`config.mk`:
```
export PLATFORM = sky130hd
export DESIGN_NAME = ths_sequencer
export DESIGN_NICKNAME = d
export VERILOG_FILES = /design/src/shared/ths_pkg.sv /design/src/rtl/ths_sequencer.sv
export SDC_FILE = /design/constraint.sdc
export NUM_CORES = 1
export LEC_CHECK = 0
export ABC_CLOCK_PERIOD_IN_PS = 7580
export BUFFER_PORTS_ARGS = -buffer_cell sky130_fd_sc_hd__clkbuf_2
export CORE_MARGIN = 4
export CORE_UTILIZATION = 35
export CTS_CLUSTER_DIAMETER = 40
export DETAILED_ROUTE_END_ITERATION = 12
export PLACE_DENSITY_LB_ADDON = 0.25
export RECOVER_POWER = 100
export SYNTH_ARGS = -nofsm -noshare
export SYNTH_HDL_FRONTEND = slang
export SYNTH_SLANG_ARGS = --single-unit
```
`constraint.sdc`:
```
create_clock -name pclk -period 7.58 [get_ports pclk]
set_clock_uncertainty 0.15 [all_clocks]
set_input_delay 0.379 -clock pclk [delete_from_list [all_inputs] [get_ports pclk]]
set_output_delay 0.379 -clock pclk [all_outputs]
set_load 0.01 [all_outputs]
```
`src/shared/ths_pkg.sv`:
```
// constants and types for the host-driven touch scan and auxiliary sequencer
package ths_pkg;
	// ==================================================================
	// register byte offsets on the apb bus
	localparam logic [7:0] OFS_CTRL = 8'h00;
	localparam logic [7:0] OFS_DRV  = 8'h04;
	localparam logic [7:0] OFS_TIM0 = 8'h08;
	localparam logic [7:0] OFS_TIM1 = 8'h0C;
	localparam logic [7:0] OFS_STAT = 8'h10;
	localparam logic [7:0] OFS_RES0 = 8'h14;	// results x,y,z1,z2,aux,t1,t2
	localparam int         NUM_RES  = 7;
	// ==================================================================
	// control register fields
	localparam int CTRL_TREQ_BIT = 0;	// touch_request_output_setting
	localparam int CTRL_FN_LSB   = 3;	// function select, bits 6..3
	localparam int CTRL_HOST_BIT = 7;	// host_driven_scan_mode
	localparam int TIM1_B12_BIT  = 7;	// 1: 12-bit, 0: 10-bit
	// ==================================================================
	// converter function codes
	localparam logic [3:0] FN_X     = 4'h2;
	localparam logic [3:0] FN_Y     = 4'h3;
	localparam logic [3:0] FN_Z     = 4'h4;
	localparam logic [3:0] FN_AUX   = 4'h5;
	localparam logic [3:0] FN_DIE_SENSOR_FIRST_METHOD = 4'h6;
	localparam logic [3:0] FN_DIE_SENSOR_SECOND_METHOD = 4'h7;
	localparam logic [3:0] FN_CONT  = 4'h8;
	// result slots
	localparam logic [2:0] RS_X = 3'h0;
	localparam logic [2:0] RS_Z1 = 3'h2;
	localparam logic [2:0] RS_Z2 = 3'h3;
	localparam logic [2:0] RS_AUX = 3'h4;
	localparam logic [2:0] RS_T1 = 3'h5;
	localparam logic [2:0] RS_T2 = 3'h6;
	// ==================================================================
	// start overheads in tenths of an oscillator cycle, the others in whole cycles, all counted in half cycles
	localparam int XY_START_X10    = 25;	// xy_start_overhead
	localparam int PRESS_START_X10 = 35;	// pressure_start_overhead
	localparam int MEAS_START_X10  = 35;	// measure_start_overhead
	localparam int THREE_PHASE_CYC = 10;	// three_phase_delay_overhead
	localparam int TWO_PHASE_CYC   = 6;	// two_phase_delay_overhead
	localparam int PER_CONV_CYC    = 3;	// per_conversion_overhead
	localparam int B_EXTRA         = 2;	// converter clocks beyond B
	localparam logic [15:0] HT_XY    = 16'(XY_START_X10 / 5);
	localparam logic [15:0] HT_PRESS = 16'(PRESS_START_X10 / 5);
	localparam logic [15:0] HT_MEAS  = 16'(MEAS_START_X10 / 5);
	localparam logic [15:0] HT_DLY3  = 16'(THREE_PHASE_CYC * 2);
	localparam logic [15:0] HT_DLY2  = 16'(TWO_PHASE_CYC * 2);
	localparam logic [15:0] HT_CONVO = 16'(PER_CONV_CYC * 2);
	localparam logic [4:0]  BITS12   = 5'd12;
	localparam logic [4:0]  BITS10   = 5'd10;
	// ==================================================================
	typedef enum logic [7:0] {
		ST_IDLE   = 8'h01,
		ST_START  = 8'h02,
		ST_SETTLE = 8'h04,
		ST_PRE    = 8'h08,
		ST_SNS    = 8'h10,
		ST_DLY    = 8'h20,
		ST_CONV   = 8'h40,
		ST_PPRO   = 8'h80
	} ths_state_t;
endpackage

```
`src/rtl/ths_sequencer.sv`:
```
// host-driven touch scan, auxiliary and die sensor conversion sequencer
//
// Local design decisions: the APB slave port and the register addresses.
`timescale 1ns/1ns
`default_nettype none

module ths_sequencer (
	input  wire logic        pclk,
	input  wire logic        presetn,
	input  wire logic        psel,
	input  wire logic        penable,
	input  wire logic        pwrite,
	input  wire logic [7:0]  paddr,
	input  wire logic [31:0] pwdata,
	output logic      [31:0] prdata,
	output logic             pready,
	output logic             pslverr,
	input  wire logic        osc_clk,
	input  wire logic        pen_touch,
	input  wire logic [11:0] adc_data,
	output logic             touch_or_result_ready_pin_n,
	output logic             panel_drivers_on,
	output logic             scan_busy
);
	// ==================================================================
	// input synchronisers
	logic        osc_s1_ff, osc_s2_ff, osc_s3_ff;
	logic        pen_s1_ff, pen_s2_ff;
	logic [11:0] adc_s1_ff, adc_s2_ff;
	logic        tick;

	// every pin passes two flops; osc_s3 only remembers the last level
	always_ff @(posedge pclk or negedge presetn) begin
		if (!presetn) begin
			osc_s1_ff <= 1'b0;
			osc_s2_ff <= 1'b0;
			osc_s3_ff <= 1'b0;
			pen_s1_ff <= 1'b0;
			pen_s2_ff <= 1'b0;
			adc_s1_ff <= 12'h000;
			adc_s2_ff <= 12'h000;
		end else begin
			osc_s1_ff <= osc_clk;
			osc_s2_ff <= osc_s1_ff;
			osc_s3_ff <= osc_s2_ff;
			pen_s1_ff <= pen_touch;
			pen_s2_ff <= pen_s1_ff;
			adc_s1_ff <= adc_data;
			adc_s2_ff <= adc_s1_ff;
		end
	end
	// both edges count: half cycles let 2.5 and 3.5 land exactly
	assign tick = osc_s2_ff ^ osc_s3_ff;

	// ==================================================================
	// apb register file
	logic        ctrl_treq_ff, ctrl_host_ff, drv_on_ff, settle_ff, avail_ff, b12_ff;
	logic [3:0]  ctrl_fn_ff;
	logic [31:0] tim0_ff;
	logic [4:0]  nconv_ff;
	logic [7:0]  ppro_ff;
	logic [15:0] res_ff [ths_pkg::NUM_RES];
	logic        setup, wr_fire, rd_fire, wr_ctrl;
	logic        mapped;
	logic [3:0]  wr_fn;
	logic [31:0] rd_val;

	assign setup   = psel && !penable;
	assign wr_fire = psel && penable && pwrite && pready;
	assign rd_fire = psel && penable && !pwrite && pready;
	assign wr_ctrl = wr_fire && (paddr == ths_pkg::OFS_CTRL);
	assign wr_fn   = pwdata[ths_pkg::CTRL_FN_LSB +: 4];

	// read mux, decoded in the setup cycle so data comes from a flop
	always_comb begin
		rd_val = 32'h0000_0000;
		mapped = 1'b1;
		case (paddr)
			ths_pkg::OFS_CTRL: begin
				rd_val[ths_pkg::CTRL_TREQ_BIT] = ctrl_treq_ff;
				rd_val[ths_pkg::CTRL_FN_LSB +: 4] = ctrl_fn_ff;
				rd_val[ths_pkg::CTRL_HOST_BIT] = ctrl_host_ff;
			end
			ths_pkg::OFS_DRV:  rd_val[0] = drv_on_ff;
			ths_pkg::OFS_TIM0: rd_val = tim0_ff;
			ths_pkg::OFS_TIM1: rd_val = {16'h0000, ppro_ff, b12_ff, 2'b00, nconv_ff};
			ths_pkg::OFS_STAT: rd_val = {28'h0000000, pen_s2_ff, avail_ff,
				scan_busy, drv_on_ff};
			default: begin
				if (paddr >= ths_pkg::OFS_RES0 && paddr[1:0] == 2'b00 &&
				    paddr < ths_pkg::OFS_RES0 + 8'(4 * ths_pkg::NUM_RES))
					rd_val = {16'h0000, res_ff[3'((paddr - ths_pkg::OFS_RES0) >> 2)]};
				else
					mapped = 1'b0;
			end
		endcase
	end

	// zero-wait slave: answer stands in the access cycle only
	always_ff @(posedge pclk or negedge presetn) begin
		if (!presetn) begin
			pready  <= 1'b0;
			pslverr <= 1'b0;
			prdata  <= 32'h0000_0000;
		end else begin
			pready  <= setup;
			pslverr <= setup && !mapped;
			prdata  <= (setup && !pwrite) ? rd_val : 32'h0000_0000;
		end
	end

	// configuration writes
	always_ff @(posedge pclk or negedge presetn) begin
		if (!presetn) begin
			ctrl_treq_ff <= 1'b1;
			ctrl_host_ff <= 1'b1;
			ctrl_fn_ff   <= 4'h0;
			tim0_ff      <= 32'h0101_0101;
			nconv_ff     <= 5'h01;
			b12_ff       <= 1'b1;
			ppro_ff      <= 8'h02;
		end else if (wr_fire && !pslverr) begin
			case (paddr)
				ths_pkg::OFS_CTRL: begin
					ctrl_treq_ff <= pwdata[ths_pkg::CTRL_TREQ_BIT];
					ctrl_fn_ff   <= wr_fn;
					ctrl_host_ff <= pwdata[ths_pkg::CTRL_HOST_BIT];
				end
				ths_pkg::OFS_TIM0: tim0_ff <= pwdata;
				ths_pkg::OFS_TIM1: begin
					nconv_ff <= (pwdata[4:0] == 5'h00) ? 5'h01 : pwdata[4:0];
					b12_ff   <= pwdata[ths_pkg::TIM1_B12_BIT];
					ppro_ff  <= pwdata[15:8];
				end
				default: ;
			endcase
		end
	end

	// ==================================================================
	// sequencer
	ths_pkg::ths_state_t state_ff, nxt_state;
	logic [15:0] cnt_ff, nxt_cnt;
	logic [3:0]  kind_ff;
	logic [4:0]  idx_ff;
	logic        zsec_ff, done, start_go, cont_go, is_scan, is_meas, scan_code;
	logic [11:0] last_ff;
	logic [2:0]  slot;
	logic [15:0] conv_ht;

	// one conversion: (B+2) converter clocks plus fixed overhead
	assign conv_ht = 16'((((b12_ff ? ths_pkg::BITS12 : ths_pkg::BITS10) +
		5'(ths_pkg::B_EXTRA)) * tim0_ff[31:24]) * 2) + ths_pkg::HT_CONVO;
	assign done = tick && (cnt_ff <= 16'h0001);
	assign scan_code = (wr_fn == ths_pkg::FN_X) || (wr_fn == ths_pkg::FN_Y) ||
		(wr_fn == ths_pkg::FN_Z);
	assign is_scan = (kind_ff == ths_pkg::FN_X) || (kind_ff == ths_pkg::FN_Y) ||
		(kind_ff == ths_pkg::FN_Z);
	assign is_meas = !is_scan;
	// nothing starts without a code write, except the continuous loop
	assign start_go = wr_ctrl && ((scan_code && pwdata[ths_pkg::CTRL_HOST_BIT]) ||
		(wr_fn == ths_pkg::FN_AUX) || (wr_fn == ths_pkg::FN_DIE_SENSOR_FIRST_METHOD) ||
		(wr_fn == ths_pkg::FN_DIE_SENSOR_SECOND_METHOD) || (wr_fn == ths_pkg::FN_CONT));
	assign cont_go = (ctrl_fn_ff == ths_pkg::FN_CONT) && !psel && !wr_ctrl;

	// result slot for the finishing conversion
	always_comb begin
		case (kind_ff)
			ths_pkg::FN_X:     slot = ths_pkg::RS_X;
			ths_pkg::FN_Y:     slot = ths_pkg::RS_X + 3'h1;
			ths_pkg::FN_Z:     slot = zsec_ff ? ths_pkg::RS_Z2 : ths_pkg::RS_Z1;
			ths_pkg::FN_DIE_SENSOR_FIRST_METHOD: slot = ths_pkg::RS_T1;
			ths_pkg::FN_DIE_SENSOR_SECOND_METHOD: slot = ths_pkg::RS_T2;
			default:           slot = ths_pkg::RS_AUX;
		endcase
	end

	// phase order and lengths in half oscillator cycles
	always_comb begin
		nxt_state = state_ff;
		nxt_cnt   = (tick && cnt_ff != 16'h0000) ? cnt_ff - 16'h0001 : cnt_ff;
		case (state_ff)
			ths_pkg::ST_IDLE: begin
				if (start_go || cont_go) begin
					nxt_state = ths_pkg::ST_START;
					if (start_go && scan_code)
						nxt_cnt = (wr_fn == ths_pkg::FN_Z) ? ths_pkg::HT_PRESS :
							ths_pkg::HT_XY;
					else
						nxt_cnt = ths_pkg::HT_MEAS;
				end
			end
			ths_pkg::ST_START: if (done) begin
				// measurements skip settle, precharge and sense
				if (is_meas) begin
					nxt_state = ths_pkg::ST_CONV;
					nxt_cnt   = conv_ht;
				end else if (settle_ff) begin
					nxt_state = ths_pkg::ST_SETTLE;
					nxt_cnt   = {7'h00, tim0_ff[7:0], 1'b0};
				end else begin
					nxt_state = ths_pkg::ST_PRE;
					nxt_cnt   = {7'h00, tim0_ff[15:8], 1'b0};
				end
			end
			ths_pkg::ST_SETTLE: if (done) begin
				nxt_state = ths_pkg::ST_PRE;
				nxt_cnt   = {7'h00, tim0_ff[15:8], 1'b0};
			end
			ths_pkg::ST_PRE: if (done) begin
				nxt_state = ths_pkg::ST_SNS;
				nxt_cnt   = {7'h00, tim0_ff[23:16], 1'b0};
			end
			ths_pkg::ST_SNS: if (done) begin
				nxt_state = ths_pkg::ST_DLY;
				nxt_cnt   = settle_ff ? ths_pkg::HT_DLY3 : ths_pkg::HT_DLY2;
			end
			ths_pkg::ST_DLY: if (done) begin
				nxt_state = ths_pkg::ST_CONV;
				nxt_cnt   = conv_ht;
			end
			ths_pkg::ST_CONV: if (done) begin
				if (idx_ff + 5'h01 >= nconv_ff) begin
					nxt_state = ths_pkg::ST_PPRO;
					nxt_cnt   = {7'h00, ppro_ff, 1'b0};
				end else
					nxt_cnt = conv_ht;
			end
			ths_pkg::ST_PPRO: if (done) begin
				// pressure carries on with its second value in the same scan
				if (kind_ff == ths_pkg::FN_Z && !zsec_ff) begin
					nxt_state = ths_pkg::ST_CONV;
					nxt_cnt   = conv_ht;
				end else
					nxt_state = ths_pkg::ST_IDLE;
			end
			default: nxt_state = ths_pkg::ST_IDLE;
		endcase
	end

	// state and phase counter
	always_ff @(posedge pclk or negedge presetn) begin
		if (!presetn) begin
			state_ff <= ths_pkg::ST_IDLE;
			cnt_ff   <= 16'h0000;
		end else begin
			state_ff <= nxt_state;
			cnt_ff   <= nxt_cnt;
		end
	end

	// scan bookkeeping: kind, conversion index, second pressure value
	always_ff @(posedge pclk or negedge presetn) begin
		if (!presetn) begin
			kind_ff <= 4'h0;
			idx_ff  <= 5'h00;
			zsec_ff <= 1'b0;
			last_ff <= 12'h000;
		end else begin
			if (state_ff == ths_pkg::ST_IDLE && start_go)
				kind_ff <= wr_fn;
			else if (state_ff == ths_pkg::ST_IDLE && cont_go)
				kind_ff <= ths_pkg::FN_CONT;
			if (state_ff == ths_pkg::ST_IDLE)
				zsec_ff <= 1'b0;
			else if (state_ff == ths_pkg::ST_PPRO && done)
				zsec_ff <= 1'b1;
			if (state_ff == ths_pkg::ST_CONV && done) begin
				last_ff <= adc_s2_ff;
				idx_ff  <= (nxt_state == ths_pkg::ST_CONV) ? idx_ff + 5'h01 : 5'h00;
			end
		end
	end

	// drivers: host command, or self-enabled with extra settle
	always_ff @(posedge pclk or negedge presetn) begin
		if (!presetn) begin
			drv_on_ff <= 1'b0;
			settle_ff <= 1'b0;
		end else begin
			if (state_ff == ths_pkg::ST_IDLE && start_go && scan_code) begin
				drv_on_ff <= 1'b1;
				settle_ff <= !drv_on_ff;
			end else if (wr_fire && paddr == ths_pkg::OFS_DRV)
				drv_on_ff <= pwdata[0];
		end
	end

	// results land at the end of preprocessing; data-ready is sticky
	always_ff @(posedge pclk or negedge presetn) begin
		if (!presetn) begin
			for (int i = 0; i < ths_pkg::NUM_RES; i++)
				res_ff[i] <= 16'h0000;
			avail_ff <= 1'b0;
		end else begin
			if (state_ff == ths_pkg::ST_PPRO && done)
				res_ff[slot] <= {4'h0, last_ff};
			// a result finishing in the clearing read still wins
			if (state_ff == ths_pkg::ST_PPRO && done)
				avail_ff <= 1'b1;
			else if (rd_fire && paddr == ths_pkg::OFS_STAT)
				avail_ff <= 1'b0;
		end
	end

	// ==================================================================
	// pins
	always_ff @(posedge pclk or negedge presetn) begin
		if (!presetn) begin
			touch_or_result_ready_pin_n <= 1'b1;
			panel_drivers_on            <= 1'b0;
			scan_busy                   <= 1'b0;
		end else begin
			touch_or_result_ready_pin_n <= ctrl_treq_ff ? !pen_s2_ff : !avail_ff;
			panel_drivers_on            <= drv_on_ff;
			scan_busy                   <= (nxt_state != ths_pkg::ST_IDLE);
		end
	end
endmodule

`default_nettype wire

```
; After elaboration in Yosys (flattened, before gate mapping)
; Cells that the tools add are included.
; Widths: inputs -> output; s select.
[totals]
reg_bits = 279
input_bits = 59
output_inout_bits = 37
word_cells = 199
[classes]
add_sub_neg = 5
mul = 1
order_cmp = 7
n_eq_ne = 27
mux = 58
bitwise = 3
n_reduce_logical = 62
[ops]
columns = operator, count
row1 = $mux 16, 14
row2 = $pmux 16 s8, 1
row3 = $bwmux 112, 1
row4 = $mux 8, 9
row5 = $pmux 24 s3, 1
row6 = $pmux 8 s8, 1
row7 = $bmux 16 s3, 1
row8 = $demux 16 s3, 1
row9 = $mux 32, 1
row10 = $mux 15, 2
row11 = $eq 4x3->1 const B, 7
row12 = $logic_and 1x1->1, 28
row13 = $pmux 5 s5, 1
row14 = $eq 8x4->1 const B, 3
row15 = $eq 4x2->1 const B, 4
row16 = $eq 8x3->1 const B, 2
row17 = $eq 8x5->1 const B, 2
row18 = $eq 8x7->1 const B, 2
row19 = $le 16x1->1 const B, 1
row20 = $reduce_bool 16->1, 1
row21 = $sub 16x1->16 const B, 1
row22 = $add 14x3->15 const B, 1
row23 = $mux 5, 3
row24 = $pmux 3 s5, 1
row25 = 35 further kinds, 74

; Logic depth before layout (Yosys ltp)
; Gate-level depths: netlist (run 1).
[depth]
depth_word = 14
mapped_depth = 14

; Least setup slack after synthesis (run 1)
; Ideal clock, no wire load.
[synth_timing]
path_kind = reg2reg
from = register b12_ff
to = register cnt_ff[13]
setup_time_ns = 0.087
arrival_time_ns = 3.953
setup_slack_ns = 3.390
stages_incl_launch_ff = 14
synth_period_minus_slack_ns = 4.190
cell_sequence = dfstp_2 clkbuf_1 and2_1 fa_1 ha_1 ha_1 inv_1 fa_1 nor4_1 nor3b_1 nand4b_1 nand2b_1 or4_1 o211ai_1
[synth_between]
elab_chain_len = 7
[synth_lines]
columns = element, line_no
row1 = "start, declared", ths_sequencer.sv:57  ; logic ctrl_treq_ff, ctrl_host_ff, drv_on_ff, settle_ff, avail_ff, b12_ff;
row2 = "start signal, assigned", ths_sequencer.sv:132  ; b12_ff <= pwdata[ths_pkg::TIM1_B12_BIT];
row3 = $mux 3 (*), ths_sequencer.sv:152  ; assign conv_ht = 16'((((b12_ff ? ths_pkg::BITS12 : ths_pkg::BITS10) +
row4 = $add 4x2->5 (*), ths_sequencer.sv:152
row5 = $mul 5x8->13 (*), ths_sequencer.sv:153  ; 5'(ths_pkg::B_EXTRA)) * tim0_ff[31:24]) * 2) + ths_pkg::HT_CONVO;
row6 = $add 14x3->15 (*), ths_sequencer.sv:153
row7 = "$mux 16, or another cell as far along", ths_sequencer.sv:231  ; if (kind_ff == ths_pkg::FN_Z && !zsec_ff) begin
row8 = "$mux 16, on equally long branches", "ths_sequencer.sv:229, ths_sequencer.sv:193, ths_sequencer.sv:222"
row9 = $pmux 16 s8 (*), ths_sequencer.sv:182  ; case (state_ff)
row10 = via nxt_cnt[13], ths_sequencer.sv:143  ; logic [15:0] cnt_ff, nxt_cnt;
row11 = "end signal, assigned", ths_sequencer.sv:248  ; cnt_ff <= nxt_cnt;
row12 = "end, declared", ths_sequencer.sv:143
; The timed path passes the listed nets; every way through them passes the cells marked *.
; A chain may end at the register's enable or synchronous reset.

; Worst setup path after layout (run 1)
[layout_timing]
from = input port paddr[2]
to = register prdata[3]
[layout_between]
elab_chain_len = 8
[layout_lines]
columns = element, line_no
row1 = "start, declared", ths_sequencer.sv:13  ; input wire logic [7:0] paddr,
row2 = $sub 5x5->5, ths_sequencer.sv:92  ; rd_val = {16'h0000, res_ff[3'((paddr - ths_pkg::OFS_RES0) >> 2)]};
row3 = $not 3->4 (not written as such), ths_sequencer.sv:92
row4 = $bmux 16 s3, ths_sequencer.sv:92
row5 = $mux 16 (not written as such) (2 in a row), ths_sequencer.sv:92
row6 = $mux 16, ths_sequencer.sv:90  ; if (paddr >= ths_pkg::OFS_RES0 && paddr[1:0] == 2'b00 &&
row7 = $pmux 5 s5 (*), ths_sequencer.sv:78  ; case (paddr)
row8 = $mux 32 (*), ths_sequencer.sv:108  ; prdata <= (setup && !pwrite) ? rd_val : 32'h0000_0000;
row9 = "end signal, assigned", ths_sequencer.sv:108
row10 = "end, declared", ths_sequencer.sv:15  ; output logic [31:0] prdata,
; Every way passes the cells marked *; elsewhere a longest branch is shown, timed or not. The select of a mux whose other input is x is not followed.

==> reports/qor.yml, run 1 <==
outcome: "finished, violations left"
violations: "capacitance limit, slew limit"
fraction_of_final_layout_cells_with_drive_strength_greater_than_1: 0.2534
clkSlewWorstSetupHoldPaths_ps: 50
via_count_of_the_first_global_routing_pass: 9428
detailedRoute.firstPassIterationCount: 8
timing.reg2reg.worst_path_depth: 7
worst-endpoint-required_ps: 7830
wire_per_inst_um: 20.18
synthesis.area_sq_mm: 0.01245
finalInstanceArea_sq_mm: 0.01506
top_flip_flop_cell_by_instance_count_after_synthesis: "dfrtp_1"
timing.hold.worst_path_depth: 2
setup_repair_after_global_routing_missed_its_margin: "no"
end_kind: "flop"
period_utilisation_layout: 0.7236
die_height_um: 196.6
synth_seq_area_share: 0.5056
finalWorstPathRequiredPeriod_ps: 5485
grt_max_degree: 85
max_cap_viols: 8
crit_chain: "clkbuf_2 -> clkbuf_1 -> inv_1 -> ha_1 -> xnor2_2 -> clkbuf_1 -> mux2_2 -> a21oi_1 -> nor2_1 -> a21oi_1 -> or2_2 -> a31oi_1"
clock_latency_ps: 550
gpl.final_weighted_congestion: 0.9101
port_buffers: 95
cts.sink_count: 251
antenna_found_initial: 2
final-setup-viol-count: 0
r2r_end: "res_ff[90]"
critical_path_arrival_ps: 5740
peakVddDrop_mv: 0.2358
final_hold_viol_count: 0
reg_to_reg_critical_path_startpoint: "state_ff[5]"
detail_route.drc_violations: 0
finish.utilization: 0.4327
num_antenna_cells: 0
gr-total-overflow: 0
slew_viol_final: 269
dieArea_sq_mm: 0.03865
worstPathBufferInverterCount: 4
worst_hold_path.endpoint: "tim0_ff[6]"
fp-row-count: 68
tightest_slew_ps: 3433
critical_path_class: "input port to flop"
coreArea_sq_mm: 0.03480
ys_types: 75
number_of_cells_produced_by_synthesis: 1070
power_per_cell_area_mw_per_mm2: 234.9
first_pass_grt_wire_length_mm: 53.99
avgSynthCellArea_sq_um: 11.63
clock_tree.htree_level_count: 2
cts_buffers: 39
synth_top_cell_by_area: "dfrtp_1"
fin_total_pwr_mw: 3.536
crit_slowest_cell: "clkbuf_1"
worst_hold_path_type: "input port to flop"
synth_edf_count: 0
drt_first_iter_violations: 553
floorplan.initialDensity: 0.3578
antenna_left: 0
relative_slew_margins: -1.289
critical_path_peak_fanout: 39
vias_per_cell: 5.336
placedInstanceArea_sq_mm: 0.01343
synth_nets: 1174
final_critical_path_setup_slack_ps: 2095
vias: 9061
synth.yosys.warnings: 0
timing.critical_path.slowest_cell_delay_ps: 1650
max_freq_ghz: 0.1823
dpl_worst_slack_ps: 3249
grt.total_usage: 0.1780
dp.final_hpwl_mm: 23.12
holdCritStartpoint: "pwdata[6]"
tritoncts: "built"
power.static_leakage_nw: 7.071
layout-area-overhead-vs-synth_pct: 20.94
clock_root_buffer: "clkbuf_16"
wirelength_mm: 34.27
synth_top_cell_area_share: 0.4824
boundaryPins: 96
ys_seq_elements: 251
critPathLaunchType: "input port"
reg2reg_slack_ps: 3080
setup-tns-final_ps: 0
ys_async_sr_fraction: 1.000
final_nets: 1317
postCtsSetupRepairBufs: 0
cts_max_path_bufs: 3
path_delay_family: "buffers and inverters"
ys_top_cells_by_area: "dfrtp_1 48%, mux2_2 14%, ha_1 3.9%, nand2_1 2.5%, dfstp_2 2.3%"
yosys.cell_count.top_type: "dfrtp_1"
die-width_um: 196.6
synth_commonest_cells: "240 x dfrtp_1, 150 x mux2_2, 83 x nand2_1"
[timing repair]
action,4_1_cts,5_1_grt
hold buffers,42,0
gates resized for setup,0,0
endpoints found under the hold margin,131,0
[cell type report]
type                       count  area (sq um)
timing repair buffer         151         925.9
clock buffer                  47          1089
inverter                      36         135.1
multi-input combinational    734          5776
tap                          455         569.3
sequential                   251          6295
fill                        3285         19740
clock inverter                24         267.8
[worst reg2reg max path, stage by stage (launching register included)]
cell	delay [ps]
dfrtp_1	430
nor4_1	980
nand4b_1	630
nor2_1	510
nand3_1	250
nor3b_1	250
clkbuf_1	760
mux2_2	420
[flip-flops by register name, indices dropped and copies added (netlist names), 5 cells and up]
register	cells
idx_ff	5
ppro_ff	8
last_ff	12
cnt_ff	16
adc_s1_ff	12
res_ff	84
state_ff	8
tim0_ff	32
adc_s2_ff	12
nconv_ff	5
prdata	32
[cells by family (layout without fill, tap and decap cells)]
logic type                 after synthesis  count (layout)  share of synthesized area
buffers and inverters                   85             258                    0.02734
muxes                                  172             172                     0.1654
and+or+nand+nor                        288             288                     0.1255
xor gates and xnor gates                31              31                    0.02291
AOI/OAI and AO/OA                      198             198                     0.1043
DFF                                    251             251                     0.5056
adders and majority gates               45              45                    0.04884
[per-layer routing]
layer	up-vias	global-route usage	part of all wire
li1	4188	-	-
met1	4542	0.2352	0.44
met2	249	0.2901	0.47
met3	82	0.03231	0.051
met4	0	0.07473	0.037
met5	-	0	0
[per-stage QoR]
step / hold WS (ps) / cells
after floorplan: -66.59 / 1070
after global routing: 50.89 / 1698
after global placement: 183.1 / 1585
after CTS: 17.64 / 1698
after detailed placement: 184.7 / 1585
final: 45.98 / 1698
[where the power goes]
group / internal (mW) / switching, mW
Clock: 1.15 / 0.685
Sequential: 1.39 / 0.0448
Combinational: 0.112 / 0.152
[cells in the final DEF (no fill, tap or decap), drive strengths merged, types with 5 or more instances in the layout]
| cell type | synthesis | final |
|---|---|---|
| mux2i | 10 | 10 |
| xor2 | 16 | 16 |
| or4 | 6 | 6 |
| buf | 14 | 5 |
| and2 | 10 | 10 |
| clkbuf | 35 | 151 |
| dlygate4sd3 | 0 | 42 |
| fa | 6 | 6 |
| nor4 | 8 | 8 |
| or3 | 8 | 8 |
| a21o | 5 | 5 |
| and3 | 23 | 23 |
| nor3b | 17 | 17 |
| ha | 39 | 39 |
| nand4 | 5 | 5 |
| clkinv | 0 | 9 |
| nor2 | 58 | 58 |
| a21oi | 49 | 49 |
| nand2 | 83 | 83 |
| or2 | 5 | 5 |
| a222oi | 6 | 6 |
| nand3 | 13 | 13 |
| o22ai | 19 | 19 |
| nor2b | 7 | 7 |
| nand2b | 8 | 8 |
| o21ai | 46 | 46 |
| a22o | 9 | 9 |
| and4b | 8 | 8 |
| nand4b | 6 | 6 |
| nor3 | 17 | 17 |
| dfrtp | 240 | 240 |
| mux4 | 12 | 12 |
| mux2 | 150 | 150 |
| dfstp | 11 | 11 |
| a22oi | 13 | 13 |
| o21a | 11 | 11 |
| xnor2 | 14 | 14 |
| o211ai | 6 | 6 |
| inv | 36 | 44 |
[worst max-delay path by stage]
stage,from,depth (start not counted),end,slack (ps)
floorplan,b12_ff,13,cnt_ff[13],3390
global placement,b12_ff,12,cnt_ff[13],3320
detailed placement,b12_ff,12,cnt_ff[13],3250
CTS,b12_ff,12,cnt_ff[13],3210
global route,paddr[2],12,prdata[3],1650
finish,paddr[2],12,prdata[3],2090
(Power assumes the default switching activity.)
==> run 2: changes to the inputs <==
--- a/config.mk
+++ b/config.mk
@@ -5,7 +5,8 @@
 export SDC_FILE = /design/constraint.sdc
 export NUM_CORES = 1
 export LEC_CHECK = 0
-export ABC_CLOCK_PERIOD_IN_PS = 7580
+export ABC_AREA = 1
+export ABC_CLOCK_PERIOD_IN_PS = 5390
 export BUFFER_PORTS_ARGS = -buffer_cell sky130_fd_sc_hd__clkbuf_2
 export CORE_MARGIN = 4
 export CORE_UTILIZATION = 35
==> constraint.sdc (replaced) <==
create_clock -name pclk -period 5.39 [get_ports pclk]
set_clock_uncertainty 0.15 [all_clocks]
set_input_delay 0.2695 -clock pclk [delete_from_list [all_inputs] [get_ports pclk]]
set_output_delay 0.2695 -clock pclk [all_outputs]
set_load 0.01 [all_outputs]
==> run 2 against run 1 <==
Compared with the run above:
- the run still ends with capacitance limit, slew limit left
- global-route usage up 1.0 points
- combinational power up 95%
- flip-flop and latch count is the same
- count of clock-buffer cells in the layout is 5 higher
- highest routed layer unchanged
==> reports/qor.yml, run 2 <==
clock_latency_ps: 540  # about the same
antenna_found_initial: 0  # -2
clkSlewWorstSetupHoldPaths_ps: 60  # about the same
tritoncts: "built"
finalInstanceArea_sq_mm: 0.01564  # +3.9%
grt_max_degree: 133  # +56%
synthesis.area_sq_mm: 0.01321  # +6.1%
crit_chain: "inv_1 -> ha_1 -> clkinv_1 -> nand2_1 -> nand3_1 -> nor2_1 -> nand2_1 -> clkinvlp_2 -> nand2_2 -> o21ai_0 -> a21oi_1 -> nand3_1"
antenna_left: 0  # unchanged
detail_route.drc_violations: 0  # unchanged
critical_path_peak_fanout: 25  # -36%
coreArea_sq_mm: 0.03687  # +6.0%
fp-row-count: 70  # +2.9%
synth_top_cell_area_share: 0.4548  # -0.02761
power_per_cell_area_mw_per_mm2: 328.5  # +40%
wirelength_mm: 38.58  # +13%
ys_seq_elements: 251  # unchanged
final-seq-area_sq_mm: 0.006295  # unchanged
num_antenna_cells: 0  # unchanged
ys_top_cells_by_area: "dfrtp_1 45%, nand2_1 12%, o21ai_0 5.9%, inv_1 4.3%, nor2_1 4.2%"
final_hold_viol_count: 0  # unchanged
final_critical_path_setup_slack_ps: 1245  # -850.0 ps
synth_top_cell_by_area: "dfrtp_1"
cts.sink_count: 251  # unchanged
xor_xnor_fraction_of_synth_area: 0.01128  # -0.01164
worst_hold_path_type: "input port to flop"
crit_slowest_cell: "clkinvlp_2"
dieArea_sq_mm: 0.04090  # +5.8%
port_buffers: 95  # unchanged
tightest_slew_ps: 3075  # -358.5 ps
peakVddDrop_mv: 0.3052  # +29%
dp.final_hpwl_mm: 27.09  # +17%
boundaryPins: 96  # unchanged
gpl.final_weighted_congestion: 0.8784  # -3.5%
synth_nets: 1699  # +45%
relative_slew_margins: -1.050  # +0.2390
multi_input_area_sq_mm: 0.005786  # +0.17%
fill_cell_count: 3752  # +14%
floorplan.initialDensity: 0.3581  # +0.0003677
largest_register_ffs: 84  # unchanged
postCtsSetupRepairBufs: 0  # unchanged
number_of_cells_produced_by_synthesis: 1595  # +49%
fin_total_pwr_mw: 5.138  # +45%
layout-area-overhead-vs-synth_pct: 18.45
synth_commonest_cells: "432 x nand2_1, 240 x dfrtp_1, 155 x o21ai_0"
finalWorstPathRequiredPeriod_ps: 4145
most-common-layout-cells: "441 x nand2_1, 240 x dfrtp_1, 192 x o21ai_0"
synth_edf_count: 0  # unchanged
clock_root_buffer: "clkbuf_16"
worst_hold_path.endpoint: "avail_ff"
grt.total_usage: 0.1880  # +0.01006
layoutNonFillerInstCount: 2269  # +34%
die-width_um: 202.2  # +2.9%
post_synthesis_adder_cell_area_fraction: 0.04605  # -0.002795
timing.reg2reg.worst_path_depth: 12  # +5
critical_path_class: "flop to flop"
timing.hold.worst_path_depth: 5  # +3
max_freq_ghz: 0.2412
die_height_um: 202.2  # +2.9%
first_pass_grt_wire_length_mm: 62.10  # +15%
end_kind: "flop"
period_utilisation_layout: 0.7691
layout_top_registers: "res_ff (84), prdata (32), tim0_ff (32)"
top_flip_flop_cell_by_instance_count_after_synthesis: "dfrtp_1"
worst-endpoint-required_ps: 5640  # -2190 ps
reg_to_reg_critical_path_startpoint: "cnt_ff[0]"
placed_cells: 2147  # +35%
power.static_leakage_nw: 7.539  # +6.6%
critical_path_arrival_ps: 4400  # -1340 ps
slew_viol_final: 120  # -55%
ys_async_sr_fraction: 1.000  # unchanged
r2r_end: "cnt_ff[1]"
wire_per_inst_um: 17.00  # -16%
synth_seq_area_share: 0.4767  # -0.02894
dpl_worst_slack_ps: 1657  # -1592 ps
cts_buffers: 41  # +5.1%
via_count_of_the_first_global_routing_pass: 11040  # +17%
vias_per_cell: 4.976  # -6.7%
yosys.cell_count.top_type: "nand2_1"
max_cap_viols: 1  # -7
vias: 11290  # +25%
cts_max_path_bufs: 3  # unchanged
timing.critical_path.slowest_cell_delay_ps: 800  # -850 ps
violations: "capacitance limit, slew limit"
synth.yosys.warnings: 0  # unchanged
synth_top_family_by_area: "simple AND/OR/NAND/NOR gates"
synth_mux_area_frac: 0.009380  # -0.1560
avgSynthCellArea_sq_um: 8.279  # -29%
fraction_of_final_layout_cells_with_drive_strength_greater_than_1: 0.1161  # -0.1373
final-setup-viol-count: 0  # unchanged
outcome: "finished, violations left"
critPathLaunchType: "flop"
ys_types: 55  # -27%
setup_repair_after_global_routing_missed_its_margin: "no"
synth_compound_area_frac: 0.1322  # +0.02786
detailedRoute.firstPassIterationCount: 5  # -3
setup-tns-final_ps: 0  # unchanged
register_containing_the_most_flip_flops_in_the_final_layout: "res_ff"
synthesized_area_fraction_occupied_by_and_or_nand_nor_cells: 0.2556  # +0.1301
reg2reg_slack_ps: 1240  # -1840 ps
holdCritStartpoint: "pwrite"
drt_first_iter_violations: 839  # +52%
gr-total-overflow: 0  # unchanged
final_nets: 1838  # +40%
most_common_cell_after_layout_fill_and_taps_aside: "nand2_1"
clock_tree.htree_level_count: 2  # unchanged
placedInstanceArea_sq_mm: 0.01408  # +4.9%
-- run 2: cell count changes in the layout (fill, tap and decap cells not counted), moves of 13 or more --
| cell | change |
|---|---|
| nand4_1 | +13 |
| nor2_1 | +95 |
| nor3b_1 | -17 |
| nand2_2 | +16 |
| nand3_1 | +66 |
| and3_1 | -23 |
| nand2_1 | +358 |
| o221ai_1 | +18 |
| mux2_2 | -139 |
| o21ai_0 | +148 |
| o22ai_1 | -13 |
| inv_1 | +118 |
-- run 2: cell type report --
| type | instances | share of cell area |
|---|---|---|
| sequential | 251 | 0.4024 |
| clock buffer | 52 | 0.07087 |
| timing repair buffer | 146 | 0.06024 |
| tap | 504 | 0.04032 |
| clock inverter | 22 | 0.01616 |
| multi-input combinational | 1128 | 0.3699 |
| inverter | 166 | 0.04008 |
-- run 2: logic make-up after synthesis --
group / count (synthesis)
adders and majority gates: 45
xor gates and xnor gates: 17
buffers and inverters: 216
and+or+nand+nor: 756
AOI/OAI and AO/OA: 299
muxes: 11
DFF: 251
-- run 2: timing repair --
action                                  4_1_cts  5_1_grt
endpoints found under the hold margin       183        0
gates resized for setup                       0        0
endpoints found under the setup margin        0        0
hold buffers                                 48        0
-- run 2: per-layer routing --
| layer | up-vias | GRT usage | part of all wire |
|---|---|---|---|
| met5 | - | 0 | 0 |
| met4 | 0 | 0.05456 | 0.026 |
| met3 | 68 | 0.02471 | 0.059 |
| met2 | 329 | 0.2809 | 0.43 |
| met1 | 5409 | 0.2856 | 0.49 |
| li1 | 5485 | - | - |
-- run 2: worst max-delay path: cells and delay by family (launching register included) --
kind / cells / cell delay (ps)
DFF: 1 / 420
and+or+nand+nor: 6 / 1620
buffers and inverters: 3 / 980
adders and majority gates: 1 / 270
AOI/OAI and AO/OA: 2 / 550
-- run 2: through the flow --
| stage | hold WS, ps | utilization |
|---|---|---|
| 2_1_floorplan | -176.1 | - |
| 3_3_place_gp | 183.3 | 0.3819 |
| 3_5_place_dp | 184.7 | 0.3819 |
| 4_1_cts | 4.373 | 0.4319 |
| 5_1_grt | 24.76 | 0.4242 |
| 6_report | 25.70 | 0.4242 |
-- run 2: worst max path at each step --
stage                startpoint          to  slack (ps)  depth (start not counted)
detailed placement     paddr[2]   prdata[1]        1660                          9
CTS                 tim0_ff[25]  cnt_ff[13]        1850                         14
floorplan                b12_ff   cnt_ff[8]        2030                         17
global placement       paddr[2]   prdata[1]        1790                          9
global route           paddr[2]   prdata[1]        1010                          9
finish                cnt_ff[0]   cnt_ff[1]        1240                         12
-- run 2: power by group --
part | switching, mW | internal (mW)
registers | 0.0749 | 1.96
logic | 0.320 | 0.196
clock network | 0.966 | 1.62
==> run 3: changes to the inputs <==
--- a/config.mk
+++ b/config.mk
@@ -5,8 +5,8 @@
 export SDC_FILE = /design/constraint.sdc
 export NUM_CORES = 1
 export LEC_CHECK = 0
-export ABC_AREA = 1
-export ABC_CLOCK_PERIOD_IN_PS = 5390
+export ABC_AREA = 0
+export ABC_CLOCK_PERIOD_IN_PS = 3830
 export BUFFER_PORTS_ARGS = -buffer_cell sky130_fd_sc_hd__clkbuf_2
 export CORE_MARGIN = 4
 export CORE_UTILIZATION = 35
==> constraint.sdc (replaced) <==
create_clock -name pclk -period 3.83 [get_ports pclk]
set_clock_uncertainty 0.15 [all_clocks]
set_input_delay 0.1915 -clock pclk [delete_from_list [all_inputs] [get_ports pclk]]
set_output_delay 0.1915 -clock pclk [all_outputs]
set_load 0.01 [all_outputs]
==> run 3 against run 2 <==
Compared with the run above:
- the flow finishes with violations (capacitance limit, slew limit, setup timing)
- non-clock buffer count grew 49
- cell count down 23%
- critical path depth is 1 lower
- clock power is 50% higher
- combinational power rose by 4.5%
- sequential share of layout area shrank 0.066 points
- sequential power up 40%
- routed wire length shrank 9.2%
- register-to-register slack got worse by 1300 ps
- setup slack worse by 1300 ps
- flip-flop and latch count stayed put
- fmax grew 7.7%
- largest cell class unchanged
- highest routed layer unchanged
==> reports/qor.yml, run 3 (synthesized netlist as in run 1, its figures left out) <==
cts.sink_count: 251  # unchanged
peakVddDrop_mv: 0.3497  # +15%
critical_path_class: "flop to flop"
grt.total_usage: 0.1819  # -0.006110
layout-area-overhead-vs-synth_pct: 25.87
dp.final_hpwl_mm: 24.15  # -11%
finish.utilization: 0.4503  # +0.02612
layout_top_registers: "res_ff (84), prdata (32), tim0_ff (32)"
port_buffers: 95  # unchanged
seq_power_share: 0.392  # -0.004
antenna_left: 0  # unchanged
clkSlewWorstSetupHoldPaths_ps: 50  # about the same
drt_first_iter_violations: 416  # -50%
via_count_of_the_first_global_routing_pass: 9700  # -12%
wire_per_inst_um: 20.00  # +18%
placed_cells: 1613  # -25%
p_clk_frac: 0.534  # +0.030
first_pass_grt_wire_length_mm: 55.42  # -11%
outcome: "finished, violations left"
slew_viol_final: 90  # -25%
fin_total_pwr_mw: 7.272  # +42%
final_critical_path_setup_slack_ps: -18.63  # -1263 ps
final-seq-area_sq_mm: 0.006296  # about the same
fraction_of_final_layout_cells_with_drive_strength_greater_than_1: 0.2909  # +0.1747
final_hold_viol_count: 0  # unchanged
power_per_cell_area_mw_per_mm2: 464.1  # +41%
vias_per_cell: 5.227  # +5.0%
detailedRoute.firstPassIterationCount: 7  # +2
die-width_um: 196.6  # -2.8%
register_containing_the_most_flip_flops_in_the_final_layout: "res_ff"
die_height_um: 196.6  # -2.8%
power.static_leakage_nw: 7.403  # -1.8%
switching_power_mw: 1.852  # +36%
cts_buffers: 44  # +7.3%
cts_max_path_bufs: 3  # unchanged
boundaryPins: 96  # unchanged
grt_max_degree: 90  # -32%
num_antenna_cells: 0  # unchanged
layoutNonFillerInstCount: 1751  # -23%
worst-endpoint-required_ps: 4140  # -1500 ps
final_nets: 1366  # -26%
detail_route.drc_violations: 0  # unchanged
most_common_cell_after_layout_fill_and_taps_aside: "dfrtp_1"
clock_root_buffer: "clkbuf_16"
clock_latency_ps: 560  # +20 ps
gr-total-overflow: 0  # unchanged
period_utilisation_layout: 1.005  # +0.2358
coreArea_sq_mm: 0.03480  # -5.6%
placedInstanceArea_sq_mm: 0.01368  # -2.8%
max_cap_viols: 1  # unchanged
gpl.final_weighted_congestion: 0.9515  # +8.3%
dieArea_sq_mm: 0.03865  # -5.5%
end_kind: "flop"
max_freq_ghz: 0.2598  # +7.7%
setup_repair_after_global_routing_missed_its_margin: "yes"
floorplan.initialDensity: 0.3578  # -0.0003677
worst_hold_path_type: "input port to flop"
multi_input_area_sq_mm: 0.005909  # +2.1%
finalWorstPathRequiredPeriod_ps: 3849  # -296.6 ps
switching_share: 0.2546  # -0.01018
critPathLaunchType: "flop"
wirelength_mm: 35.03  # -9.2%
clock_tree.htree_level_count: 2  # unchanged
tritoncts: "built"
finalInstanceArea_sq_mm: 0.01567  # +0.18%
relative_slew_margins: -0.5303  # +0.5196
most-common-layout-cells: "239 x dfrtp_1, 148 x mux2_2, 83 x nand2_1"
power_frac_comb: 0.074  # -0.026
tightest_slew_ps: 2295  # -779.4 ps
vias: 9152  # -19%
largest_register_ffs: 84  # unchanged
final-setup-viol-count: 1  # +1
critical_path_peak_fanout: 5  # -80%
antenna_found_initial: 0  # unchanged
violations: "capacitance limit, slew limit, setup timing"
fp-row-count: 68  # -2.9%
cell_int_power_mw: 5.420  # +43%
critical_path_arrival_ps: 4160  # -240 ps
fill_cell_count: 3230  # -14%
==> run 3: cell count changes in the layout (fill, tap and decap cells not counted), sizes merged, moves of 15 or more <==
cell / previous run / this run
inv: 167 / 45
buf: 3 / 33
and3: 0 / 23
nor3b: 0 / 17
nor2: 174 / 58
o21ai: 205 / 46
nand3: 80 / 13
nand4: 20 / 5
o221ai: 18 / 0
nand2: 460 / 83
mux2: 11 / 150
==> run 3: worst paths after layout <==
| check | start | end | slack (ps) | cells after the start |
|---|---|---|---|---|
| max | tim0_ff[27] | cnt_ff[13] | -20 | 11 |
| min | paddr[4] | avail_ff | 90 | 4 |
| max in group asynchronous | presetn | res_ff[54] | 570 | 3 |
| max reg2reg | tim0_ff[27] | cnt_ff[13] | -20 | 11 |
| min reg2reg | adc_s1_ff[10] | adc_s2_ff[10] | 190 | 0 |
| min in group asynchronous | presetn | prdata[31] | 660 | 2 |
==> run 3: area by class of cell <==
cell class,count,share of cell area
clock inverter,30,0.01876
sequential,251,0.4018
inverter,36,0.008623
timing repair buffer,195,0.08104
multi-input combinational,734,0.3771
clock buffer,50,0.07633
tap,455,0.03633
==> run 3: per-stage QoR <==
stage	setup WS, ps	hold WS, ps	setup TNS, ps
2_1_floorplan	5.823	-254.1	0
3_3_place_gp	1.041	90.14	0
3_5_place_dp	-59.88	91.85	-106.7
4_1_cts	-15.21	62.47	-15.21
5_1_grt	-185.1	118.1	-10280
6_report	-18.63	85.74	-18.63
==> run 3: metal layers <==
metal / vias up / global-route usage / wire [um] / share of wire
met1: 4608 / 0.2445 / 15750 / 0.45
met3: 59 / 0.03863 / 1668 / 0.048
met5: - / 0 / 0 / 0
li1: 4300 / - / - / -
met2: 185 / 0.2965 / 16580 / 0.47
met4: 0 / 0.05855 / 1027 / 0.029
==> run 3: critical path, stage by stage (launching register included) <==
cell and delay (ps):
dfrtp_1 440, ha_1 340, fa_1 490, ha_1 310
ha_2 340, and3_1 210, o21a_1 250, o31a_1 290
nand4b_1 260, nand2b_4 190, or4_1 390, o211ai_1 100
==> run 3: timing repair <==
action,4_1_cts,5_1_grt
gates cloned,0,0
hold buffers,52,0
endpoints found under the setup margin,2,6
buffers inserted,0,6
pin swaps,0,6
gates resized for setup,6,9
endpoints found under the hold margin,162,0
==> run 3: power groups by stage <==
stage | registers, mW | logic [mW] | clock network, mW
floorplan | 2.87 | 0.304 | 0
global placement | 2.89 | 0.504 | 0
detailed placement | 2.89 | 0.508 | 0
CTS | 2.85 | 0.554 | 3.98
global route | 2.87 | 0.602 | 4.09
finish | 2.85 | 0.539 | 3.88
